`src/core/e1prb_pkg.sv`:
```
/*
  e1prb_pkg: constants, register map, field layout and state types of the
  e1 test pattern generator / checker.
  assumes one 50 MHz clock and an AXI4-Lite register bus.
*/
package e1prb_pkg;

  localparam int E1PRB_AW = 8;
  localparam int E1PRB_SLOT_W = 5;
  localparam int E1PRB_LFSR_W = 15;
  localparam int E1PRB_HIST_W = 64;
  localparam logic [6:0] E1PRB_LOSS_ERRS = 7'h06;
  localparam logic [4:0] E1PRB_SYNC_MATCHES = 5'h0f;
  localparam logic [14:0] E1PRB_GEN_SEED = 15'h7fff;
  localparam logic [15:0] E1PRB_CNT_MAX = 16'hffff;

  ////////////////////////////////////////////////////////////////////////
  // register byte addresses
  localparam logic [7:0] E1PRB_ADDR_PAT_CTRL = 8'h00;
  localparam logic [7:0] E1PRB_ADDR_TX_CTRL = 8'h04;
  localparam logic [7:0] E1PRB_ADDR_RX_CTRL = 8'h08;
  localparam logic [7:0] E1PRB_ADDR_STATUS = 8'h0c;
  localparam logic [7:0] E1PRB_ADDR_ERR_CNT = 8'h10;
  localparam logic [7:0] E1PRB_ADDR_IRQ_STAT = 8'h14;
  localparam logic [7:0] E1PRB_ADDR_IRQ_MASK = 8'h18;
  localparam logic [7:0] E1PRB_ADDR_OUT_CFG = 8'h1c;

  // field positions
  localparam int E1PRB_TX_MODE_LSB = 2;
  localparam int E1PRB_RX_MODE_LSB = 0;
  localparam int E1PRB_EV_SYNC_ON = 0;
  localparam int E1PRB_EV_SYNC_OFF = 1;
  localparam int E1PRB_EV_BIT_ERR = 2;
  localparam int E1PRB_OUT_A = 0;
  localparam int E1PRB_OUT_B = 1;

  localparam logic [1:0] E1PRB_RESP_OKAY = 2'h0;
  localparam logic [1:0] E1PRB_RESP_SLVERR = 2'h2;

  ////////////////////////////////////////////////////////////////////////
  typedef enum logic [1:0] {
    E1PRB_OFF, E1PRB_ONE_SLOT, E1PRB_FRAMED, E1PRB_UNFRAMED
  } e1prb_mode_t;

  typedef enum logic {E1PRB_HUNT, E1PRB_LOCKED} e1prb_sync_t;

  typedef struct packed {
    e1prb_mode_t tx_mode;
    e1prb_mode_t rx_mode;
    logic [4:0] tx_slot;
    logic [4:0] rx_slot;
    logic [1:0] out_sel;
    logic [2:0] irq_mask;
    logic [2:0] irq_stat;
    logic [15:0] err_cnt;
    logic [14:0] gen;
    logic [14:0] chk;
    e1prb_sync_t sync;
    logic [4:0] good_cnt;
    logic [63:0] hist;
    logic tx_data;
    logic out_a;
    logic out_b;
    logic aw_full;
    logic [7:0] aw_addr;
    logic w_full;
    logic [31:0] w_data;
    logic [3:0] w_strb;
    logic bvalid;
    logic [1:0] bresp;
    logic rvalid;
    logic [31:0] rdata;
    logic [1:0] rresp;
  } e1prb_state_t;

  localparam e1prb_state_t E1PRB_STATE_RST = '{
    tx_mode: E1PRB_OFF, rx_mode: E1PRB_OFF, sync: E1PRB_HUNT,
    gen: E1PRB_GEN_SEED, default: '0};

endpackage : e1prb_pkg

```
`src/core/e1prb_core.sv`:
```
/*
  e1prb_core: 2^15-1 test pattern generator and checker for one e1 port,
  with its AXI4-Lite register file and a level interrupt.
  assumes the framer supplies one-cycle bit enables and the current slot
  number on this same clock; no synchronisers are needed on those.
*/
`timescale 1ns/1ps
module e1prb_core
  import e1prb_pkg::*;
(
  input wire logic aclk,
  input wire logic aresetn,
  input wire logic s_axi_awvalid,
  output logic s_axi_awready,
  input wire logic [7:0] s_axi_awaddr,
  input wire logic s_axi_wvalid,
  output logic s_axi_wready,
  input wire logic [31:0] s_axi_wdata,
  input wire logic [3:0] s_axi_wstrb,
  output logic s_axi_bvalid,
  input wire logic s_axi_bready,
  output logic [1:0] s_axi_bresp,
  input wire logic s_axi_arvalid,
  output logic s_axi_arready,
  input wire logic [7:0] s_axi_araddr,
  output logic s_axi_rvalid,
  input wire logic s_axi_rready,
  output logic [31:0] s_axi_rdata,
  output logic [1:0] s_axi_rresp,
  input wire logic tx_bit_en,
  input wire logic [4:0] tx_slot_num,
  input wire logic tx_data_in,
  output logic tx_data_out,
  input wire logic rx_bit_en,
  input wire logic [4:0] rx_slot_num,
  input wire logic rx_data_in,
  input wire logic ebit_err_in,
  output logic user_output_a,
  output logic user_output_b,
  output logic irq
);

  e1prb_state_t s_reg;
  e1prb_state_t s_next;

  logic gen_fb;
  logic tx_hit;
  logic rx_step;
  logic pred;
  logic rx_err;
  logic locked;
  logic err_locked;
  logic [63:0] hist_sh;
  logic lose_now;
  logic wr_go;
  logic rd_go;
  logic rd_ok;
  logic [31:0] rd_word;
  logic [2:0] ev;

  ////////////////////////////////////////////////////////////////////////
  function automatic logic slot_hit(input e1prb_mode_t m,
                                    input logic [4:0] slot,
                                    input logic [4:0] sel);
    case (m)
      E1PRB_ONE_SLOT: slot_hit = (slot == sel);
      E1PRB_FRAMED: slot_hit = (slot != '0);
      E1PRB_UNFRAMED: slot_hit = 1'b1;
      default: slot_hit = 1'b0;
    endcase
  endfunction : slot_hit

  function automatic logic [6:0] ones(input logic [63:0] v);
    logic [6:0] n;
    n = '0;
    for (int i = 0; i < E1PRB_HIST_W; i++) begin
      n = n + 7'(v[i]);
    end
    ones = n;
  endfunction : ones

  ////////////////////////////////////////////////////////////////////////
  // pattern datapath
  assign gen_fb = s_reg.gen[14] ^ s_reg.gen[13];
  assign tx_hit = tx_bit_en && slot_hit(s_reg.tx_mode, tx_slot_num, s_reg.tx_slot);
  assign rx_step = rx_bit_en && slot_hit(s_reg.rx_mode, rx_slot_num, s_reg.rx_slot);
  assign pred = s_reg.chk[14] ^ s_reg.chk[13];
  assign rx_err = rx_step && (rx_data_in != pred);
  assign locked = (s_reg.sync == E1PRB_LOCKED);
  assign err_locked = locked && rx_err;
  // sliding window of the last 64 checked bits, newest included
  assign hist_sh = {s_reg.hist[62:0], rx_err};
  assign lose_now = locked && rx_step && (ones(hist_sh) >= E1PRB_LOSS_ERRS);

  ////////////////////////////////////////////////////////////////////////
  // bus handshakes: one write and one read in flight
  assign s_axi_awready = !s_reg.aw_full && !s_reg.bvalid;
  assign s_axi_wready = !s_reg.w_full && !s_reg.bvalid;
  assign s_axi_arready = !s_reg.rvalid;
  assign wr_go = s_reg.aw_full && s_reg.w_full;
  assign rd_go = s_axi_arvalid && s_axi_arready;

  always_comb begin
    rd_word = '0;
    rd_ok = 1'b1;
    case (s_axi_araddr)
      E1PRB_ADDR_PAT_CTRL: begin
        rd_word[3:0] = {s_reg.tx_mode, s_reg.rx_mode};
      end
      E1PRB_ADDR_TX_CTRL: rd_word[4:0] = s_reg.tx_slot;
      E1PRB_ADDR_RX_CTRL: rd_word[4:0] = s_reg.rx_slot;
      E1PRB_ADDR_STATUS: rd_word[0] = locked;
      E1PRB_ADDR_ERR_CNT: rd_word[15:0] = s_reg.err_cnt;
      E1PRB_ADDR_IRQ_STAT: rd_word[2:0] = s_reg.irq_stat;
      E1PRB_ADDR_IRQ_MASK: rd_word[2:0] = s_reg.irq_mask;
      E1PRB_ADDR_OUT_CFG: rd_word[1:0] = s_reg.out_sel;
      default: rd_ok = 1'b0;
    endcase
  end

  ////////////////////////////////////////////////////////////////////////
  always_comb begin
    s_next = s_reg;
    ev = '0;
    s_next.out_a = 1'b0;
    s_next.out_b = 1'b0;

    // transmit: pattern replaces line data in the selected slots
    if (tx_bit_en) begin
      s_next.tx_data = tx_data_in;
    end
    if (tx_hit) begin
      s_next.tx_data = gen_fb;
      s_next.gen = {s_reg.gen[13:0], gen_fb};
    end

    // receive checker
    if (rx_step) begin
      if (!locked) begin
        // hunting: load line bits, lock after a run of correct predictions
        s_next.chk = {s_reg.chk[13:0], rx_data_in};
        if (rx_err || s_reg.chk == '0) begin
          s_next.good_cnt = '0;
        end else if (s_reg.good_cnt == E1PRB_SYNC_MATCHES - 5'h1) begin
          s_next.sync = E1PRB_LOCKED;
          s_next.hist = '0;
          s_next.good_cnt = '0;
          ev[E1PRB_EV_SYNC_ON] = 1'b1;
        end else begin
          s_next.good_cnt = s_reg.good_cnt + 5'h1;
        end
      end else begin
        // locked: free-running reference so line errors do not propagate
        s_next.chk = {s_reg.chk[13:0], pred};
        s_next.hist = hist_sh;
        if (rx_err) begin
          ev[E1PRB_EV_BIT_ERR] = 1'b1;
          s_next.out_a = s_reg.out_sel[E1PRB_OUT_A];
          s_next.out_b = s_reg.out_sel[E1PRB_OUT_B];
        end
        if (lose_now) begin
          s_next.sync = E1PRB_HUNT;
          ev[E1PRB_EV_SYNC_OFF] = 1'b1;
        end
      end
    end
    if (s_reg.rx_mode == E1PRB_OFF) begin
      s_next.sync = E1PRB_HUNT;
      s_next.good_cnt = '0;
    end

    // write channel
    if (s_reg.bvalid && s_axi_bready) begin
      s_next.bvalid = 1'b0;
    end
    if (s_axi_awvalid && s_axi_awready) begin
      s_next.aw_full = 1'b1;
      s_next.aw_addr = s_axi_awaddr;
    end
    if (s_axi_wvalid && s_axi_wready) begin
      s_next.w_full = 1'b1;
      s_next.w_data = s_axi_wdata;
      s_next.w_strb = s_axi_wstrb;
    end
    if (wr_go) begin
      s_next.aw_full = 1'b0;
      s_next.w_full = 1'b0;
      s_next.bvalid = 1'b1;
      s_next.bresp = E1PRB_RESP_OKAY;
      case (s_reg.aw_addr)
        E1PRB_ADDR_PAT_CTRL: begin
          if (s_reg.w_strb[0]) begin
            s_next.tx_mode = e1prb_mode_t'(s_reg.w_data[E1PRB_TX_MODE_LSB +: 2]);
            s_next.rx_mode = e1prb_mode_t'(s_reg.w_data[E1PRB_RX_MODE_LSB +: 2]);
          end
        end
        E1PRB_ADDR_TX_CTRL: begin
          if (s_reg.w_strb[0]) begin
            s_next.tx_slot = s_reg.w_data[4:0];
          end
        end
        E1PRB_ADDR_RX_CTRL: begin
          if (s_reg.w_strb[0]) begin
            s_next.rx_slot = s_reg.w_data[4:0];
          end
        end
        E1PRB_ADDR_ERR_CNT: s_next.err_cnt = '0;
        E1PRB_ADDR_IRQ_MASK: begin
          if (s_reg.w_strb[0]) begin
            s_next.irq_mask = s_reg.w_data[2:0];
          end
        end
        E1PRB_ADDR_OUT_CFG: begin
          if (s_reg.w_strb[0]) begin
            s_next.out_sel = s_reg.w_data[1:0];
          end
        end
        E1PRB_ADDR_STATUS, E1PRB_ADDR_IRQ_STAT: ;
        default: s_next.bresp = E1PRB_RESP_SLVERR;
      endcase
    end

    // error counter; a clearing write and a same-cycle error leave 1
    if (s_reg.rx_mode != E1PRB_OFF) begin
      if (err_locked && s_next.err_cnt != E1PRB_CNT_MAX) begin
        s_next.err_cnt = s_next.err_cnt + 16'h0001;
      end
    end else if (ebit_err_in && s_next.err_cnt != E1PRB_CNT_MAX) begin
      s_next.err_cnt = s_next.err_cnt + 16'h0001;
    end

    // read channel; reading the event register clears it, new events win
    if (s_reg.rvalid && s_axi_rready) begin
      s_next.rvalid = 1'b0;
    end
    if (rd_go) begin
      s_next.rvalid = 1'b1;
      s_next.rdata = rd_word;
      s_next.rresp = rd_ok ? E1PRB_RESP_OKAY : E1PRB_RESP_SLVERR;
      if (s_axi_araddr == E1PRB_ADDR_IRQ_STAT) begin
        s_next.irq_stat = '0;
      end
    end
    s_next.irq_stat = s_next.irq_stat | ev;
  end

  always_ff @(posedge aclk) begin
    if (!aresetn) begin
      s_reg <= E1PRB_STATE_RST;
    end else begin
      s_reg <= s_next;
    end
  end

  ////////////////////////////////////////////////////////////////////////
  assign s_axi_bvalid = s_reg.bvalid;
  assign s_axi_bresp = s_reg.bresp;
  assign s_axi_rvalid = s_reg.rvalid;
  assign s_axi_rdata = s_reg.rdata;
  assign s_axi_rresp = s_reg.rresp;
  assign tx_data_out = s_reg.tx_data;
  assign user_output_a = s_reg.out_a;
  assign user_output_b = s_reg.out_b;
  assign irq = |(s_reg.irq_stat & s_reg.irq_mask);
endmodule : e1prb_core

```
`config.mk`:
```
export PLATFORM = sky130hd
export DESIGN_NAME = e1prb_core
export DESIGN_NICKNAME = d
export VERILOG_FILES = /design/src/core/e1prb_pkg.sv /design/src/core/e1prb_core.sv
export SDC_FILE = /design/constraint.sdc
export NUM_CORES = 1
export LEC_CHECK = 0
export CORE_ASPECT_RATIO = 0.9
export CORE_MARGIN = 3
export CORE_UTILIZATION = 35
export DETAILED_ROUTE_END_ITERATION = 7
export DONT_BUFFER_PORTS = 1
export HOLD_SLACK_MARGIN = 0.08
export SLEW_MARGIN = 20
export SYNTH_ARGS = -nofsm -noshare
export SYNTH_HDL_FRONTEND = slang
export SYNTH_SLANG_ARGS = --single-unit
```
`constraint.sdc`:
```
create_clock -name aclk -period 13.29 [get_ports aclk]
set_clock_uncertainty 0.15 [all_clocks]
set_input_delay 0.6645 -clock aclk [delete_from_list [all_inputs] [get_ports aclk]]
set_output_delay 0.6645 -clock aclk [all_outputs]
set_load 0.05 [all_outputs]
```
[Word level (Yosys, flattened, before mapping)]
Index checks and enable logic that the tools add are counted.
Storage, ports and cells
  register bits after elaboration: 178
  output and inout port bits: 45
Operators by class
  $add $sub $neg: 65
  magnitude comparators: 1
  equality and inequality tests: 26
  muxes and demuxes: 38
  bitwise logic cells: 6
  reductions and logical operators: 45
Operators with widths (count)
  $add A7 B1 Y7: 57
  $mux W63: 3
  $mux W16: 5
  $eq A8 B5 Y1 const B: 8
  $mux W35: 1
  $eq A8 B4 Y1 const B: 4
  $reduce_and A3 Y1: 6
  $add A16 B1 Y16 const B: 1
  $eq A8 B3 Y1 const B: 2
  $logic_and A1 B1 Y1: 16
  $logic_not A8 Y1: 2
  $ne A16 B16 Y1 const B: 1
  $reduce_or A8 Y1: 2
  $logic_not A15 Y1: 1
  $mux W3: 4
  $mux W1: 11
  $mux W11: 1
  $eq A5 B5 Y1: 2
  $mux W5: 2
  $reduce_bool A2 Y1: 5
  $reduce_bool A5 Y1: 2
  $pmux W1 S3: 3
  $eq A2 B2 Y1 const B: 4
  $mux W2: 4
  other kinds (27): 34

[Depth between registers and ports, before layout]
Gate-level depths: netlist of run 1.
  word-level depth: 73
  mapped depth: 25

[Worst setup path before layout of run 1]
OpenSTA, ideal clock, no wires.
  path kind: input -> register
  from: input port rx_slot_num[4]
  to: register s_reg[204] (netlist bit)
  library setup time: 0.115 ns
  arrival time: 7.534 ns
  data required time: 13.025 ns
  setup slack: 5.492 ns
  stages on the path: 22
  path buffers: 2
  cell sequence: or4_1 o31ai_1 or3_1 buf_2 buf_2 nand2b_1 fa_1 fa_1 fa_1 fa_1 fa_1 fa_1 fa_1 fa_1 inv_1 ha_1 fa_1 nand4bb_1 mux2i_1 a211oi_1 o41a_1 o21a_1
Between the ends
  word-level cells in the longest chain between the ends: 73
RTL lines
  start: declaration: line e1prb_core.sv:35  | input wire logic [4:0] rx_slot_num,
  $eq A5 B5 Y1 or $reduce_bool A5 Y1 (tied branches): line e1prb_core.sv:66, e1prb_core.sv:67
  $pmux W1 S3 *: line e1prb_core.sv:65  | case (m)
  $logic_and A1 B1 Y1 *: line e1prb_core.sv:86  | assign rx_step = rx_bit_en && slot_hit(s_reg.rx_mode, rx_slot_num, s_reg.rx_slot);
  $logic_and A1 B1 Y1: line e1prb_core.sv:88  | assign rx_err = rx_step && (rx_data_in != pred);
  $add A1 B1 Y2: line e1prb_core.sv:77  | n = n + 7'(v[i]);
  $add A2 B1 Y3: line e1prb_core.sv:77
  $add A3 B1 Y4: line e1prb_core.sv:77
  $add A4 B1 Y5: line e1prb_core.sv:77
  $add A5 B1 Y6: line e1prb_core.sv:77
  $add A6 B1 Y7: line e1prb_core.sv:77
  $add A7 B1 Y7 (57 in series): line e1prb_core.sv:77
  $ge A7 B3 Y1: line e1prb_core.sv:93  | assign lose_now = locked && rx_step && (ones(hist_sh) >= E1PRB_LOSS_ERRS);
  $logic_and A1 B1 Y1: line e1prb_core.sv:93
  $mux W1: line e1prb_core.sv:161  | if (lose_now) begin
  $mux W2: line e1prb_core.sv:139  | if (!locked) begin
  $mux W3 *: line e1prb_core.sv:138  | if (rx_step) begin
  $or A3 B3 Y3 *: line e1prb_core.sv:244  | s_next.irq_stat = s_next.irq_stat | ev;
  end signal: assignment: line e1prb_core.sv:251  | s_reg <= s_next;
  end: declaration: line e1prb_core.sv:43  | e1prb_state_t s_reg;
Every way passes the cells marked *; elsewhere a longest branch is shown, timed or not.
A chain may end at the register's enable or synchronous reset.

[Final worst setup path of run 1]
  from: register s_reg[221] (netlist bit)
  to: register s_reg[204] (netlist bit)
Between the ends
  word-level cells in the longest chain between the ends: 73
RTL lines (line)
  $eq A2 B2 Y1 or $eq A2 B1 Y1 (tied branches): e1prb_core.sv:65
  $pmux W1 S3 *: e1prb_core.sv:65
  $logic_and A1 B1 Y1 *: e1prb_core.sv:86
  $logic_and A1 B1 Y1: e1prb_core.sv:88
  $add A1 B1 Y2: e1prb_core.sv:77
  $add A2 B1 Y3: e1prb_core.sv:77
  $add A3 B1 Y4: e1prb_core.sv:77
  $add A4 B1 Y5: e1prb_core.sv:77
  $add A5 B1 Y6: e1prb_core.sv:77
  $add A6 B1 Y7: e1prb_core.sv:77
  $add A7 B1 Y7 (57 in series): e1prb_core.sv:77
  $ge A7 B3 Y1: e1prb_core.sv:93
  $logic_and A1 B1 Y1: e1prb_core.sv:93
  $mux W1: e1prb_core.sv:161
  $mux W2: e1prb_core.sv:139
  $mux W3 *: e1prb_core.sv:138
  $or A3 B3 Y3 *: e1prb_core.sv:244
Marks and branches as above.

==> results.json, run 1 <==
{
  "synth_common_cells": "dfxtp_1, inv_1, nand2_1",
  "antenna_cells": 0,
  "fin_tns_setup_ns": 0,
  "cp_max_fo": 54,
  "synth_most_common_cell": "dfxtp_1",
  "p_comb_share_pct": 4.5,
  "start_util_pct": 35.8,
  "fin_nets": 1093,
  "cts.sinks": 176,
  "cts_setup_buffers": 0,
  "post_cts_resized": 0,
  "worstHoldStart": "aresetn",
  "io_buffers": 0,
  "power_frac_seq_pct": 49.4,
  "antenna_found_initial": 0,
  "synthCells": 989,
  "worst_pin_slew_ns": 0.965,
  "dr.pass1.iters": 5,
  "maxSlewHeadroom_pct": 35.4,
  "timing.hold.ws_ns": 0.145,
  "r2r-start": "s_reg[221]",
  "ir_worst_vdd_uv": 56.0,
  "hold-path-cell-count": 1,
  "die_x_um": 176,
  "die_area_sq_um": 28000,
  "synth_cell_types": 64,
  "drive_above_1_share_pct": 6.25,
  "area_growth_pct": 7.79,
  "ys.warnings.count": 0,
  "rows": 55,
  "async_flop_share_pct": 0,
  "clock_path_buffers": 2,
  "ys_top_cells_by_area": "dfxtp_1, fa_1, mux2i_1",
  "leakage_nw": 3.90,
  "rsz0062_at_grt": "no",
  "dr_wl_met2_um": 8750,
  "boundaryPins": 119,
  "pwr-share-clk_pct": 46.1,
  "grt_pass1_vias": 6495,
  "setup_slack_ns": 5.01,
  "min_period_ns": 8.28,
  "cts_htree_levels": 4,
  "overflow": 0,
  "pre_cts_slack_ns": 4.81,
  "arrival_ns": 8.46,
  "grt.total_usage_pct": 14.5,
  "holdCritPathClass": "input port to flop",
  "setup_viol": 0,
  "reg2reg_depth": 21,
  "place_congestion": 0.801,
  "p_int_uw": 812,
  "cts_tree": "done",
  "wl_met3_um": 1200,
  "start_kind": "flop",
  "run_status": "finished, final reports clean",
  "crit_required_ns": 13.47,
  "largest_reg_flops": 89,
  "dp_hpwl_um": 13400,
  "drt_iter0_markers": 412,
  "coreArea_sq_um": 25400,
  "synth_edf_count": 0,
  "fin_util_pct": 38.6,
  "slew_violations": 0,
  "wl_per_cell_um": 14.9,
  "final_antenna_net_count": 0,
  "numCtsBuffers": 17,
  "path_clk_slew_ns": 0.08,
  "critPathLaunch": "s_reg[221]",
  "root_buffer": "clkbuf_16",
  "avgSynthCellArea_sq_um": 9.20,
  "clock_latency_ns": 0.44,
  "drt-total-wl_um": 19500,
  "dpl.cell_count": 1270,
  "ys_ff_latch": 176,
  "final_area_sq_um": 9810,
  "swShare_pct": 25.8,
  "grt_max_degree": 64,
  "via_per_inst": 5.03,
  "top_layer": "met4",
  "p_switching_uw": 282,
  "routed-via-count": 6544,
  "drv_cap": 0,
  "grt_pass1_wl_um": 33300,
  "die_y_um": 159,
  "hold_buffers": 0,
  "worst-setup-path-type": "flop to flop",
  "power.total_mw": 1.09,
  "end_kind": "flop",
  "fmax_mhz": 121,
  "wl_met1_um": 9320,
  "final-instance-count-excl-fill": 1302,
  "powerDensity_nw_per_um2": 112,
  "yosysTopAreaCell": "dfxtp_1",
  "synthDominantCellAreaShare_pct": 38.7,
  "post-route-drc-count": 0,
  "placed_area_sq_um": 9200,
  "syn_area_sq_um": 9100,
  "synth_seq_area_share_pct": 38.7,
  "period_share_pct": 62.3,
  "hold_viol_final": 0,
  "synthFlopType": "dfxtp_1"
}
worst paths after layout:
kind / end / slack [ns]
max reg2reg: s_reg[204] / 5.01
max: s_reg[204] / 5.01
min reg2reg: s_reg[176] / 0.32
min: s_reg[186] / 0.14
placed cells by master, fill, tap and decap left out, types with 4 or more instances in the layout:
master and count:
nand2_1 80, nor2b_1 4, a21oi_1 58, and2_1 7, conb_1 18, nor3_1 18, inv_8 4, nor4_1 8
buf_4 10, dfxtp_1 176, a22oi_1 19, fa_1 54, nand2b_1 14, nor2_1 72, o31ai_1 7, xor2_1 5
mux2i_1 54, nand3_1 39, ha_1 18, a22o_1 33, nand4_1 8, or4_1 8, and3_1 6, clkbuf_16 17
xnor2_1 8, o21ai_0 51, inv_1 97
cells by family after synthesis:
family	Yosys count	synth area share, %
flops	176	38.7
fa+ha+maj	72	14.4
simple gates	284	15.0
xor+xnor	14	1.51
compound gates	196	13.9
other cells	1	0.0412
buf+inv	186	9.36
mux	60	7.05
routing by layer:
layer,global-route usage (%),vias to the layer above
li1,-,3231
met1,20.3,3158
met2,21.8,140
met3,4.53,15
met4,3.78,0
met5,0,-
power groups by stage:
stage,clock network [mW],logic [mW],registers (mW)
after global placement,0,0.0490,0.552
after floorplan,0,0.0510,0.549
final,0.504,0.0495,0.540
after global routing,0.541,0.0545,0.540
after CTS,0.519,0.0498,0.540
after detailed placement,0,0.0497,0.552
layout make-up:
cell class	count	area (sq um)
inverters	98	369
fillers	2502	15600
clock inverters	15	171
well taps	342	428
clock buffers	17	425
flip-flops and latches	176	3520
multi-input cells	644	4820
repair buffers	10	75.1
worst max-delay path, stage by stage, from the launching register on:
cell and delay, ns:
dfxtp_1 0.37, or4_1 0.53, o31ai_1 0.54, or3_2 0.24, buf_4 0.51, nand2b_1 0.20, fa_1 0.45, fa_1 0.56
fa_1 0.44, fa_1 0.55, fa_1 0.45, fa_1 0.56, fa_1 0.44, fa_1 0.50, inv_1 0.04, ha_1 0.20
fa_1 0.48, nand4bb_1 0.19, mux2i_1 0.13, a211oi_1 0.06, o41a_1 0.34, o21a_1 0.19
No activity file was read; power rests on OpenSTA's default activity.
==> run 2: changes to the inputs <==
==> constraint.sdc (replaced) <==
create_clock -name aclk -period 7.06 [get_ports aclk]
set_clock_uncertainty 0.15 [all_clocks]
set_input_delay 0.353 -clock aclk [delete_from_list [all_inputs] [get_ports aclk]]
set_output_delay 0.353 -clock aclk [all_outputs]
set_load 0.05 [all_outputs]
==> results.json, run 2 (synthesis gave the netlist of run 1 again) <==
{
  "cts.sinks": 176,
  "clock_path_buffers": 2,
  "multi_input_area_sq_um": 4860,
  "place_congestion": 0.776,
  "grt.total_usage_pct": 14.6,
  "cts_tree": "done",
  "final_area_sq_um": 10100,
  "coreArea_sq_um": 25400,
  "largest_reg_flops": 89,
  "grt_pass1_wl_um": 33400,
  "min_period_ns": 7.00,
  "fin_util_pct": 39.8,
  "antenna_cells": 0,
  "dp_hpwl_um": 13600,
  "die_x_um": 176,
  "clock_latency_ns": 0.43,
  "path_clk_slew_ns": 0.07,
  "io_buffers": 0,
  "worst-setup-path-type": "flop to flop",
  "powerDensity_nw_per_um2": 200,
  "final-instance-count-excl-fill": 1332,
  "hold-path-cell-count": 3,
  "overflow": 0,
  "final_common_cell": "dfxtp_1",
  "setup_viol": 0,
  "final_cell_mix": "dfxtp_1, inv_1, nand2_1, nor2_1, a21oi_1",
  "wl_per_cell_um": 14.9,
  "r2r-start": "s_reg[221]",
  "ff_latch_area_sq_um": 3520,
  "rsz0062_at_grt": "yes",
  "dr.pass1.iters": 4,
  "drt-total-wl_um": 19900,
  "rows": 55,
  "cts_htree_levels": 4,
  "ir_worst_vdd_uv": 136,
  "drv_cap": 0,
  "arrival_ns": 7.18,
  "worstHoldStart": "s_axi_araddr[3]",
  "post-route-drc-count": 0,
  "start_kind": "flop",
  "final_antenna_net_count": 0,
  "numCtsBuffers": 17,
  "power.total_mw": 2.02,
  "root_buffer": "clkbuf_16",
  "die_area_sq_um": 28000,
  "critPathLaunch": "s_reg[221]",
  "grt_max_degree": 65,
  "max_stage_delay_ns": 0.54,
  "via_per_inst": 4.98,
  "antenna_found_initial": 0,
  "dpl.cell_count": 1275,
  "grt_pass1_vias": 6450,
  "area_growth_pct": 11.0,
  "fmax_mhz": 143,
  "crit_top_cell": "fa_1",
  "routed-via-count": 6630,
  "run_status": "finished, final reports clean",
  "cp_max_fo": 3,
  "leakage_nw": 4.02,
  "boundaryPins": 119,
  "end_kind": "flop",
  "crit_required_ns": 7.24,
  "period_share_pct": 99.1,
  "fillers": 2505,
  "start_util_pct": 35.8,
  "fin_tns_setup_ns": 0,
  "path_cells": "or4_4, o31ai_4, or3_4, nand2b_4, fa_1, fa_1, fa_1, fa_1, fa_1, fa_1, fa_1, fa_1, inv_2, ha_4, fa_1, nand4bb_1, mux2i_1, a211oi_1, o41a_1, o21a_1",
  "holdCritPathClass": "input port to flop",
  "fin_nets": 1124,
  "placed_area_sq_um": 9240,
  "reg2reg_depth": 20,
  "die_y_um": 159,
  "slew_violations": 0,
  "crit_slowest_cell": "or4_4",
  "worst_pin_slew_ns": 1.02,
  "hold_viol_final": 0,
  "drt_iter0_markers": 423,
  "drive_above_1_share_pct": 7.37,
  "maxSlewHeadroom_pct": 31.5
}
==> run 2: changes by cell type in the layout (fill, tap and decap cells not counted), moves of 2 or more <==
cell / change
clkinv_8: -2
buf_4: +8
clkinv_4: +2
inv_8: -2
dlygate4sd3_1: +23
clkbuf_8: +2
==> run 2: worst paths after layout <==
| kind | end | slack (ns) |
|---|---|---|
| max reg2reg | s_reg[204] | 0.06 |
| min | s_axi_rdata[4] | 0.10 |
| max | s_reg[204] | 0.06 |
| min reg2reg | s_reg[157] | 0.32 |
==> run 2: area by class of cell <==
type / count / share of cell area (%)
Tap cell: 342 / 4.24
Clock inverter: 12 / 1.02
Timing Repair Buffer: 41 / 3.62
Inverter: 98 / 3.65
Multi-Input combinational cell: 644 / 48.1
Sequential cell: 176 / 34.9
Clock buffer: 19 / 4.48
==> run 2: worst max-delay path: cells and delay by family, from the launching register on <==
kind	cells	cell delay (ns)
mux	1	0.14
fa+ha+maj	10	4.39
simple gates	4	1.01
buf+inv	1	0.05
compound gates	4	0.80
flops	1	0.32
==> run 2: layer usage <==
metal	routed length (um)	GRT usage, %	vias up
met4	272	4.28	0
met3	965	4.15	21
li1	-	-	3291
met2	8920	21.9	97
met5	0	0	-
met1	9730	20.5	3221
==> run 2: timing repair <==
item / CTS / global route
hold buffers: 23 / 0
setup endpoints to repair: 2 / 2
pin swaps: 1 / 1
resized for setup: 1 / 8
hold endpoints to repair: 44 / 0
setup buffers: 1 / 2
==> run 2: power breakdown <==
group          leakage (nW)  switching (mW)  internal [mW]
Combinational          2.33          0.0763         0.0328
Sequential             1.42          0.0155           1.00
Clock                 0.266           0.417          0.475
Total                  4.02           0.509           1.51
==> run 2: through the flow <==
step	worst slack (ns)	hold WS, ns
6_report	0.0610	0.101
5_1_grt	-0.119	0.138
4_1_cts	0.00176	0.0933
3_5_place_dp	-0.0740	0.282
3_3_place_gp	0.00382	0.278
2_1_floorplan	-0.0855	0.289
==> run 3: changes to the inputs <==
--- a/config.mk
+++ b/config.mk
@@ -11,6 +11,7 @@
 export DETAILED_ROUTE_END_ITERATION = 7
 export DONT_BUFFER_PORTS = 1
 export HOLD_SLACK_MARGIN = 0.08
+export REMOVE_ABC_BUFFERS = 1
 export SLEW_MARGIN = 20
 export SYNTH_ARGS = -nofsm -noshare
 export SYNTH_HDL_FRONTEND = slang
==> results.json, run 3 (synthesis gave the netlist of run 1 again) <==
{
  "run_status": "finished, final reports clean",
  "leakage_nw": 4.16,
  "path_clk_slew_ns": 0.07,
  "period_share_pct": 98.6,
  "die_y_um": 159,
  "antenna_cells": 0,
  "rsz0062_at_grt": "yes",
  "final_area_sq_um": 10400,
  "boundaryPins": 119,
  "pwr-share-clk_pct": 46.3,
  "ir_worst_vdd_uv": 128,
  "grt.total_usage_pct": 15.2,
  "cts_tree": "done",
  "drive_above_1_share_pct": 9.30,
  "holdCritPathClass": "input port to flop",
  "cts.sinks": 176,
  "routed-via-count": 6716,
  "root_buffer": "clkbuf_16",
  "post-route-drc-count": 0,
  "antenna_found_initial": 0,
  "min_period_ns": 6.96,
  "start_util_pct": 35.8,
  "drt-total-wl_um": 20600,
  "crit_required_ns": 7.24,
  "clock_latency_ns": 0.44,
  "end_kind": "flop",
  "cp_max_fo": 3,
  "drt_iter0_markers": 337,
  "fin_nets": 1155,
  "die_area_sq_um": 28000,
  "wl_per_cell_um": 15.1,
  "io_buffers": 0,
  "slew_violations": 0,
  "dp_hpwl_um": 14300,
  "setup_viol": 0,
  "largest_reg_flops": 89,
  "maxSlewHeadroom_pct": 30.4,
  "overflow": 0,
  "place_congestion": 0.764,
  "numCtsBuffers": 17,
  "p_switching_uw": 508,
  "final_antenna_net_count": 0,
  "area_growth_pct": 14.7,
  "placed_area_sq_um": 9280,
  "fmax_mhz": 144,
  "rows": 55,
  "grt_pass1_wl_um": 34700,
  "hold_viol_final": 0,
  "arrival_ns": 7.14,
  "p_int_mw": 1.60,
  "p_comb_share_pct": 5.4,
  "swShare_pct": 24.1,
  "worst-setup-path-type": "flop to flop",
  "cts_htree_levels": 4,
  "powerDensity_nw_per_um2": 202,
  "coreArea_sq_um": 25400,
  "power_frac_seq_pct": 48.3,
  "dr.pass1.iters": 5,
  "grt_max_degree": 61,
  "final_cell_mix": "dfxtp_1, inv_1, nand2_1, nor2_1, a21oi_1",
  "start_kind": "flop",
  "clock_path_buffers": 2,
  "timing.hold.ws_ns": 0.0888,
  "via_per_inst": 4.93,
  "drv_cap": 0,
  "final_common_cell": "dfxtp_1",
  "worst_pin_slew_ns": 1.04,
  "grt_pass1_vias": 6640,
  "die_x_um": 176
}
==> run 3: cell count changes in the layout (fill, tap and decap cells not counted), moves of 2 or more <==
cell           delta
xnor2_1           -3
clkbuf_8          -2
xnor2_2           +3
clkinv_4          -2
buf_4            +17
dlygate4sd3_1    +14
bufinv_16         +3
dfxtp_1           -2
dfxtp_2           +2
==> run 3: per-stage QoR <==
step	total power, mW	setup TNS (ns)	std cells	utilization, %	setup slack [ns]
2_1_floorplan	1.11	-1.95	918	-	-1.01
3_3_place_gp	1.13	-0.268	1281	36.6	-0.169
3_5_place_dp	1.13	-0.426	1281	36.6	-0.245
4_1_cts	2.13	-0.0412	1361	41.0	-0.0412
5_1_grt	2.17	-0.181	1363	41.1	-0.101
6_report	2.11	0	1363	41.1	0.0999
==> run 3: path summary, 6_finish.rpt <==
path / from / endpoint / slack, ns / depth (start not counted)
min: s_axi_araddr[2] / s_axi_rdata[1] / 0.09 / 3
min reg2reg: hist_sh[1] / hist_sh[2] / 0.31 / 2
max reg2reg: s_reg[221] / s_reg[204] / 0.1 / 20
max: s_reg[221] / s_reg[204] / 0.1 / 20
==> run 3: critical path: stages (launching register included) <==
cell       delay [ns]
dfxtp_2          0.32
or4_4            0.43
o31ai_4          0.25
or3_4            0.16
nand2b_4         0.11
fa_1             0.44
fa_1             0.54
fa_1             0.44
fa_1             0.51
fa_1             0.43
fa_1             0.51
fa_1             0.43
fa_1             0.50
inv_1            0.05
ha_2             0.17
fa_1             0.49
nand4bb_1        0.19
mux2i_1          0.17
a211oi_2         0.05
o41a_1           0.34
o21a_1           0.17
==> run 3: cell type report <==
type	count	area (sq um)
repair buffers	72	633
clock buffers	17	425
inverters	98	369
well taps	342	428
clock inverters	14	180
flip-flops and latches	176	3530
multi-input cells	644	4880
fillers	2460	15000
==> run 3: layer usage <==
metal,up-vias,wire length (um),track usage [%],share of wire (%)
met1,3239,9760,20.7,47
met4,0,228,3.63,1.1
met5,-,0,0,0
met2,110,9670,24.2,47
met3,20,979,4.05,4.7
li1,3347,-,-,-
==> run 3: repair_timing <==
| item | 4_1_cts | 5_1_grt |
|---|---|---|
| endpoints found under the hold margin | 43 | 0 |
| resized for setup | 14 | 0 |
| pin swaps | 18 | 10 |
| setup buffers | 12 | 2 |
| setup endpoints to repair | 2 | 2 |
| hold buffers | 37 | 0 |
==> run 3: power by group through the flow <==
stage          Clock (mW)  Combinational (mW)  Sequential [mW]
2_1_floorplan           0              0.0748             1.04
3_3_place_gp            0              0.0934             1.04
3_5_place_dp            0              0.0944             1.04
4_1_cts             0.998               0.114             1.02
5_1_grt              1.03               0.124             1.02
6_report            0.976               0.114             1.02
